`src/design/rts_pkg.sv`:
```
/*
 Package for the reset time-out sequencer: register map, field positions,
 reset values, timing constants, state encoding and carrier structs.
 Assumes a single 40 MHz clock and a plain strobe register port.
*/
package rts_pkg;

    localparam int unsigned CLK_HZ = 40_000_000;

    // Timing figures in their own units
    localparam int unsigned POWERUP_TIMER_MS = 72;
    localparam int unsigned OST_TOSC = 1024;
    localparam int unsigned WDT_MS = 18;
    localparam int unsigned WDT_MIN_MS = 7;
    localparam int unsigned WDT_MAX_MS = 33;

    // Derived cycle counts at the system clock
    localparam int unsigned POWERUP_TIMER_CYCLES = POWERUP_TIMER_MS * (CLK_HZ / 1000);
    localparam int unsigned WDT_CYCLES = WDT_MS * (CLK_HZ / 1000);

    // Register map (word offsets chosen here)
    localparam logic [3:0] ADDR_STATUS = 4'h0;
    localparam logic [3:0] ADDR_EVENTS = 4'h1;
    localparam logic [3:0] ADDR_MASK = 4'h2;
    localparam logic [3:0] ADDR_CTRL = 4'h3;

    // power_reset_status fields
    localparam int unsigned BIT_BROWNOUT = 0;
    localparam int unsigned BIT_POWERON = 1;
    localparam int unsigned BIT_IN_RESET = 7;

    // Event bits
    localparam int unsigned EV_RELEASE = 0;
    localparam int unsigned EV_WDT = 1;
    localparam int unsigned EV_BROWNOUT = 2;

    // Control fields
    localparam int unsigned CTL_WDT_EN = 0;
    localparam int unsigned CTL_WDT_CLR = 1;

    localparam logic [7:0] RST_EVENTS = 8'h00;
    localparam logic [7:0] RST_MASK = 8'h00;
    localparam logic [7:0] RST_CTRL = 8'h00;
    localparam logic [7:0] RST_POWERON_ON_POR = 8'h00;

    // Oscillator configuration
    typedef enum logic [1:0] {
        OSC_CRYSTAL_LOWPOWER = 2'b00,
        OSC_CRYSTAL_STANDARD = 2'b01,
        OSC_CRYSTAL_FAST = 2'b10,
        OSC_RESISTOR_CAPACITOR = 2'b11
    } rts_osc_mode_t;

    typedef enum logic [1:0] {
        ST_IDLE = 2'b00,
        ST_POWERUP_TIMER = 2'b01,
        ST_OST = 2'b10,
        ST_RUN = 2'b11
    } rts_state_t;

    typedef struct packed {
        logic [3:0] addr;
        logic [7:0] wdata;
        logic wr;
        logic rd;
    } rts_bus_req_t;

    typedef struct packed {
        rts_osc_mode_t osc_mode;
        logic powerup_timer_disable;
        logic brownout_reset_enable;
    } rts_cfg_t;

endpackage

```
`src/design/rts_counter.sv`:
```
/*
 Reusable down-counter timer: load a count, tick per enable, done pulse.
 Assumes the owner holds load for one cycle and gives a steady tick enable.
*/
module rts_counter #(
    parameter int unsigned WIDTH = 22
) (
    // Clock and control
    input wire logic clock,
    input wire logic rst,
    input wire logic ce,
    // Command
    input wire logic load,
    input wire logic [WIDTH-1:0] load_value,
    input wire logic tick,
    // Status
    output logic running,
    output logic done
);
    logic [WIDTH-1:0] count;
    wire last_tick = running && tick && (count == WIDTH'(1));

    always_ff @(posedge clock)
    begin
        if (rst)
        begin
            count <= '0;
            running <= 1'b0;
            done <= 1'b0;
        end
        else if (ce)
        begin
            done <= last_tick;
            if (load)
            begin
                count <= load_value;
                running <= (load_value != '0);
            end
            else if (running && tick)
            begin
                count <= count - WIDTH'(1);
                running <= !last_tick;
            end
        end
    end
endmodule // rts_counter

```
`src/design/rts_reset_timeout.sv`:
```
/*
 Reset time-out sequencer with reset-cause status flags, a watchdog,
 sticky events with mask and a level interrupt.
 Assumes power-on, brown-out and wake-up arrive as one-cycle pulses
 synchronous to clock, and osc_edge pulses once per oscillator period.
*/
// Design decisions made here: the register offsets and the address-and-strobe port.
module rts_reset_timeout #(
    parameter int unsigned POWERUP_TIMER_COUNT = rts_pkg::POWERUP_TIMER_CYCLES,
    parameter int unsigned WDT_COUNT = rts_pkg::WDT_CYCLES
) (
    // Clock, reset, enable
    input wire logic clock,
    input wire logic rst,
    input wire logic ce,
    // Reset sources and configuration
    input wire logic poweron_event,
    input wire logic brownout_event,
    input wire logic wakeup_event,
    input wire logic osc_edge,
    input wire rts_pkg::rts_cfg_t cfg,
    // Register port
    input wire logic [3:0] addr,
    input wire logic [7:0] wdata,
    input wire logic wr,
    input wire logic rd,
    output logic [7:0] rdata,
    // Chip reset and interrupt
    output logic chip_reset,
    output logic watchdog_reset,
    output logic irq
);
    rts_pkg::rts_state_t state;
    rts_pkg::rts_state_t next_state;
    rts_pkg::rts_bus_req_t req;
    logic brownout_flag;
    logic poweron_flag;
    logic [7:0] events;
    logic [7:0] mask;
    logic [7:0] ctrl;
    logic powerup_timer_running;
    logic powerup_timer_done;
    logic ost_running;
    logic ost_done;
    logic wdt_running;
    logic wdt_done;
    logic powerup_timer_load;
    logic ost_load;
    logic pending_ost;
    logic next_pending_ost;

    assign req = '{addr: addr, wdata: wdata, wr: wr, rd: rd};

    // Decode
    wire wr_status = req.wr && (req.addr == rts_pkg::ADDR_STATUS);
    wire wr_mask = req.wr && (req.addr == rts_pkg::ADDR_MASK);
    wire wr_ctrl = req.wr && (req.addr == rts_pkg::ADDR_CTRL);
    wire rd_events = req.rd && (req.addr == rts_pkg::ADDR_EVENTS);
    wire crystal = (cfg.osc_mode != rts_pkg::OSC_RESISTOR_CAPACITOR);
    wire bor_event = brownout_event && cfg.brownout_reset_enable;
    wire wdt_enable = ctrl[rts_pkg::CTL_WDT_EN];
    wire wdt_kick = wr_ctrl && wdata[rts_pkg::CTL_WDT_CLR];

    // Hold-time selection per event
    wire por_powerup_timer = poweron_event && !cfg.powerup_timer_disable;
    wire use_powerup_timer = por_powerup_timer || bor_event;
    wire use_ost = crystal && (poweron_event || bor_event || wakeup_event);
    wire any_event = poweron_event || bor_event || wakeup_event || wdt_done;
    wire released = (state != rts_pkg::ST_RUN) && (next_state == rts_pkg::ST_RUN);
    // Parked at a full count while disabled, so enabling never inherits a stale count
    wire wdt_load = released ||
        ((state == rts_pkg::ST_RUN) && (!wdt_enable || wdt_kick || !wdt_running));
    wire wdt_tick = (state == rts_pkg::ST_RUN) && wdt_enable;

    // Sequencing: events restart the sequence from the top
    always_comb
    begin
        next_state = state;
        next_pending_ost = pending_ost;
        powerup_timer_load = 1'b0;
        ost_load = 1'b0;
        if (any_event)
        begin
            next_pending_ost = use_ost;
            if (use_powerup_timer)
            begin
                powerup_timer_load = 1'b1;
                next_state = rts_pkg::ST_POWERUP_TIMER;
            end
            else if (use_ost)
            begin
                ost_load = 1'b1;
                next_pending_ost = 1'b0;
                next_state = rts_pkg::ST_OST;
            end
            else
            begin
                next_state = rts_pkg::ST_RUN;
            end
        end
        else
        begin
            case (state)
                rts_pkg::ST_IDLE:
                begin
                    next_state = rts_pkg::ST_IDLE;
                end
                rts_pkg::ST_POWERUP_TIMER:
                begin
                    if (powerup_timer_done)
                    begin
                        if (pending_ost)
                        begin
                            ost_load = 1'b1;
                            next_pending_ost = 1'b0;
                            next_state = rts_pkg::ST_OST;
                        end
                        else
                        begin
                            next_state = rts_pkg::ST_RUN;
                        end
                    end
                end
                rts_pkg::ST_OST:
                begin
                    if (ost_done)
                    begin
                        next_state = rts_pkg::ST_RUN;
                    end
                end
                rts_pkg::ST_RUN:
                begin
                    next_state = rts_pkg::ST_RUN;
                end
                default:
                begin
                    next_state = rts_pkg::ST_IDLE;
                end
            endcase
        end
    end

    // Power-up timer ticks on the system clock, standing in for the RC timebase
    rts_counter #(.WIDTH(32)) u_powerup_timer (
        .clock(clock),
        .rst(rst),
        .ce(ce),
        .load(powerup_timer_load),
        .load_value(32'(POWERUP_TIMER_COUNT)),
        .tick(1'b1),
        .running(powerup_timer_running),
        .done(powerup_timer_done)
    );

    // Start-up count ticks on the oscillator period strobe
    rts_counter #(.WIDTH(11)) u_osc_startup_timer (
        .clock(clock),
        .rst(rst),
        .ce(ce),
        .load(ost_load),
        .load_value(11'(rts_pkg::OST_TOSC)),
        .tick(osc_edge),
        .running(ost_running),
        .done(ost_done)
    );

    // Watchdog reloads on kick; a time-out pulses watchdog_reset and leaves chip_reset low
    rts_counter #(.WIDTH(32)) u_watchdog_timer (
        .clock(clock),
        .rst(rst),
        .ce(ce),
        .load(wdt_load),
        .load_value(32'(WDT_COUNT)),
        .tick(wdt_tick),
        .running(wdt_running),
        .done(wdt_done)
    );

    // Flags have no reset value: they persist across all but their own events.
    // The brown-out flag after power-on keeps whatever it held.
    always_ff @(posedge clock)
    begin
        if (ce)
        begin
            if (bor_event)
                brownout_flag <= 1'b0;
            else if (wr_status)
                brownout_flag <= wdata[rts_pkg::BIT_BROWNOUT];
            if (poweron_event)
                poweron_flag <= rts_pkg::RST_POWERON_ON_POR[rts_pkg::BIT_POWERON];
            else if (wr_status)
                poweron_flag <= wdata[rts_pkg::BIT_POWERON];
        end
    end

    wire [7:0] ev_set = {5'h0, bor_event, wdt_done, released};
    wire [7:0] status_word = {(state != rts_pkg::ST_RUN), 5'h0, poweron_flag, brownout_flag};
    wire [7:0] read_mux =
        (req.addr == rts_pkg::ADDR_STATUS) ? status_word :
        (req.addr == rts_pkg::ADDR_EVENTS) ? events :
        (req.addr == rts_pkg::ADDR_MASK) ? mask :
        (req.addr == rts_pkg::ADDR_CTRL) ? ctrl : 8'h00;

    always_ff @(posedge clock)
    begin
        if (rst)
        begin
            state <= rts_pkg::ST_IDLE;
            pending_ost <= 1'b0;
            events <= rts_pkg::RST_EVENTS;
            mask <= rts_pkg::RST_MASK;
            ctrl <= rts_pkg::RST_CTRL;
            rdata <= 8'h00;
            chip_reset <= 1'b1;
            watchdog_reset <= 1'b0;
            irq <= 1'b0;
        end
        else if (ce)
        begin
            state <= next_state;
            pending_ost <= next_pending_ost;
            // Set wins over the read that clears
            events <= (rd_events ? 8'h00 : events) | ev_set;
            if (wr_mask)
                mask <= wdata;
            if (wr_ctrl)
                ctrl <= {wdata[7:2], 1'b0, wdata[rts_pkg::CTL_WDT_EN]};
            rdata <= req.rd ? read_mux : 8'h00;
            chip_reset <= (next_state != rts_pkg::ST_RUN);
            watchdog_reset <= wdt_done;
            irq <= |(((rd_events ? 8'h00 : events) | ev_set) & mask);
        end
    end
endmodule // rts_reset_timeout

```
`config.mk`:
```
export PLATFORM = sky130hd
export DESIGN_NAME = rts_reset_timeout
export DESIGN_NICKNAME = d
export VERILOG_FILES = /design/src/design/rts_pkg.sv /design/src/design/rts_counter.sv /design/src/design/rts_reset_timeout.sv
export SDC_FILE = /design/constraint.sdc
export NUM_CORES = 1
export LEC_CHECK = 0
export BUFFER_PORTS_ARGS = -buffer_cell sky130_fd_sc_hd__buf_2
export CAP_MARGIN = 20
export CORE_MARGIN = 1.5
export CORE_UTILIZATION = 30
export CTS_BUF_LIST = sky130_fd_sc_hd__clkbuf_8
export CTS_CLUSTER_SIZE = 16
export DETAILED_ROUTE_END_ITERATION = 10
export GPL_TIMING_DRIVEN = 0
export HOLD_SLACK_MARGIN = 0.02
export PLACE_DENSITY_LB_ADDON = 0.08
export SLEW_MARGIN = 20
export SYNTH_ARGS = -nofsm -noshare
export SYNTH_HDL_FRONTEND = slang
export SYNTH_HIERARCHICAL = 1
export SYNTH_SLANG_ARGS = --single-unit
```
`constraint.sdc`:
```
create_clock -name clock -period 5.9 [get_ports clock]
set_input_delay 0.885 -clock clock [delete_from_list [all_inputs] [get_ports clock]]
set_output_delay 0.885 -clock clock [all_outputs]
set_load 0.01 [all_outputs]
```
==> results.py <==
metrics = {
    "pwr": {
        "internal_power_mw": 1.47,
        "leakagePower_nw": 3.42,
        "seqPwrFrac": 0.388,
        "pwr-share-clk": 0.321,
        "vdd_drop_max_mv": 0.124,
        "p_switching_mw": 0.974,
        "p_comb_frac": 0.290,
        "switching_share": 0.399,
        "powerDensity_nw_per_um2": 277,
    },
    "global_routing": {
        "grt_max_degree": 17,
        "grtUsageTotal": 0.188,
        "grt_remaining_overflow": 0,
        "grt_pass1_vias": 6994,
        "grt_pass1_wl_mm": 38.1,
        "antenna_found_initial": 0,
    },
    "timing": {
        "setup_tns_ns": 0,
        "finalSetupViolations": 0,
        "timing.fmax_mhz": 280,
        "fin_crit_sh": 0.606,
        "post-route-worst-setup-slack_ns": 2.33,
        "hold_ws_ns": 0.471,
        "period_needed_ns": 3.57,
        "slew_viol_final": 0,
        "hold_viol": 0,
        "tightest_slew_ns": 1.09,
        "rsz0062_at_grt": "no",
        "maxSlewHeadroom": 0.267,
        "final.setup_skew_ns": 0.0189,
    },
    "clocking": {
        "clkLatencyLatePin_ns": 0.46,
        "htreeDepth": 4,
        "post_cts_buffers": 0,
        "clkTransAtPathRegs_ns": 0.09,
        "cts_sinks": 120,
        "postCtsHoldBufs": 0,
        "root_buffer": "clkbuf_8",
        "cts_tree": "done",
        "post_cts_resized": 0,
        "clockBufferDepth": 2,
        "cts_made_buffers": 17,
    },
    "drt": {
        "drt_iter0_drc": 442,
        "wl_mm": 23.2,
        "firstDrtPassIters": 5,
        "drc_errors": 0,
        "ant_nets": 0,
        "routed_via_density": 5.05,
        "vias": 7403,
        "wire_per_inst_um": 15.8,
    },
    "logic_synthesis": {
        "synth_edf_count": 2,
        "yosys-top-cells-area": "dfxtp_1, a21oi_1, nor2_1",
        "ys_seq_area_frac": 0.333,
        "synthDominantCellAreaShare": 0.325,
        "synth_area_per_cell_um2": 7.83,
        "yosysWarnings": 6,
        "synth_area_um2": 7280,
        "ys_ff_latch": 120,
        "ys.flop_type": "dfxtp_1",
        "synth.distinct_cells": 93,
        "syn_inst": 929,
        "async_reset_ff_frac": 0,
        "synth_largest_area_cell": "dfxtp_1",
    },
    "floorplan": {
        "die_w_um": 159,
        "ios": 36,
        "start_util": 0.308,
        "core_um2": 23600,
        "fp.dieArea_um2": 25200,
        "rows": 56,
        "fp.dieH_um": 159,
    },
    "setup_path": {
        "worstSetupStartpointType": "input port",
        "worstSetupPathType": "in -> reg",
        "end_kind": "flop",
        "worstPathMaxFanout": 10,
        "worstPathRequired_ns": 6.28,
        "crit_arrival_ns": 3.95,
    },
    "finish": {
        "diodes": 0,
        "synthToLayoutAreaGrowth_pct": 21.3,
        "seq_area_um2": 2420,
        "nFillCells": 2551,
        "fin_nets": 1165,
        "layout-drive-gt1-share": 0.0942,
        "final_cells": 1466,
        "multi_input_area_um2": 5100,
    },
    "placed_design": {
        "dp.cells": 1434,
        "place_ws_ns": 1.89,
        "numPortBuffers": 34,
        "dp_hpwl_mm": 16.4,
        "gp_congestion": 0.784,
    },
    "flow_run": {
        "maxCapViolCount": 0,
    },
    "outcome": {
        "outcome": "finished clean",
    },
    "hold_path": {
        "hp-class": "reg -> reg",
    },
}
[critical path, stage by stage]
cell and delay (ns):
buf_2 0.14, a2111oi_4 0.52, nand3_2 0.17, nand4_1 0.13, o21ai_0 0.08, clkbuf_1 0.23, a21oi_1 0.30, nand2b_1 0.16
clkbuf_1 0.40, clkbuf_1 0.51, o311ai_0 0.24, a21oi_1 0.18
[sequential cells by signal, indices dropped and copies added (netlist names), 2 cells and up]
| signal | count |
|---|---|
| ctrl | 7 |
| events | 8 |
| mask | 8 |
| rdata | 8 |
| state | 2 |
| u_osc_startup_timer/count | 11 |
| u_powerup_timer/count | 32 |
| u_watchdog_timer/count | 32 |
[per-layer routing]
metal	wire [um]	up-vias	track usage
met3	882	20	0.0303
met1	11300	3444	0.253
met2	10700	140	0.307
li1	-	3799	-
met4	310	0	0.0563
met5	0	-	0
[layout by cell type, fill, tap and decap left out, types with 27 or more instances in the layout]
cell type,instances
buf_2,39
dfxtp_1,118
nand2_1,81
o21ai_0,43
a21oi_1,79
clkbuf_1,49
nand3_1,33
nor3_1,27
nor4_1,35
conb_1,154
nor2_1,84
[synth_stat cells (4+ instances only)]
master	count
a21oi_1	79
o31ai_1	9
or4_1	14
nor3b_1	5
o21ai_0	43
mux2i_1	25
o211ai_1	11
nor4_1	35
a221oi_1	5
o21ai_1	6
a22oi_1	8
a32o_1	7
clkbuf_1	49
ha_1	6
nand4_1	12
nor3_1	27
a211oi_1	16
or3_1	15
o2bb2ai_1	4
and2_1	12
nand3b_1	9
and3_1	16
a22o_1	13
inv_1	20
a31oi_1	22
nand2_1	81
nand2b_1	25
o41ai_1	4
nor2b_1	7
a21o_1	5
dfxtp_1	118
nand3_1	33
buf_2	5
o21a_1	6
a32oi_1	4
nor2_1	84
[layout make-up]
cell class | count | share of cell area
Inverter | 22 | 0.00935
Tap cell | 319 | 0.0452
Clock inverter | 15 | 0.0200
Sequential cell | 120 | 0.274
Buffer | 58 | 0.0275
Timing Repair Buffer | 34 | 0.0193
Clock buffer | 17 | 0.0265
Multi-Input combinational cell | 881 | 0.578
[power groups by stage]
stage	registers (mW)	clock network, mW	logic, mW
2_1_floorplan	0.946	0	0.524
3_3_place_gp	0.968	0	0.699
3_5_place_dp	0.967	0	0.698
4_1_cts	0.948	0.810	0.701
5_1_grt	0.962	0.846	0.791
6_report	0.949	0.785	0.710
[path summary, 6_finish.rpt]
check	start	endpoint	slack [ns]	depth (start not counted)
setup / recovery	brownout_event	u_watchdog_timer/count[17]	2.33	12
hold / removal	rdata[3]	rdata[3]	0.47	2
setup reg to reg	u_watchdog_timer/done	u_watchdog_timer/count[17]	2.64	11
hold reg to reg	rdata[3]	rdata[3]	0.47	2
[kinds of logic after synthesis]
| logic type | after synthesis | share of synthesized area |
|---|---|---|
| DFF | 120 | 0.333 |
| buffers and inverters | 80 | 0.0447 |
| other | 2 | 0.00103 |
| muxes | 28 | 0.0390 |
| AOI/OAI and AO/OA | 284 | 0.264 |
| adders and majority gates | 6 | 0.0103 |
| and+or+nand+nor | 409 | 0.308 |
[stage by stage]
step	cell area (um2)	util	power, mW
6_report	8830	0.374	2.44
5_1_grt	8830	0.374	2.60
4_1_cts	8830	0.374	2.46
3_5_place_dp	8420	0.357	1.66
3_3_place_gp	8420	0.357	1.67
2_1_floorplan	7850	-	1.47
Power figures use the tool's default switching activity.
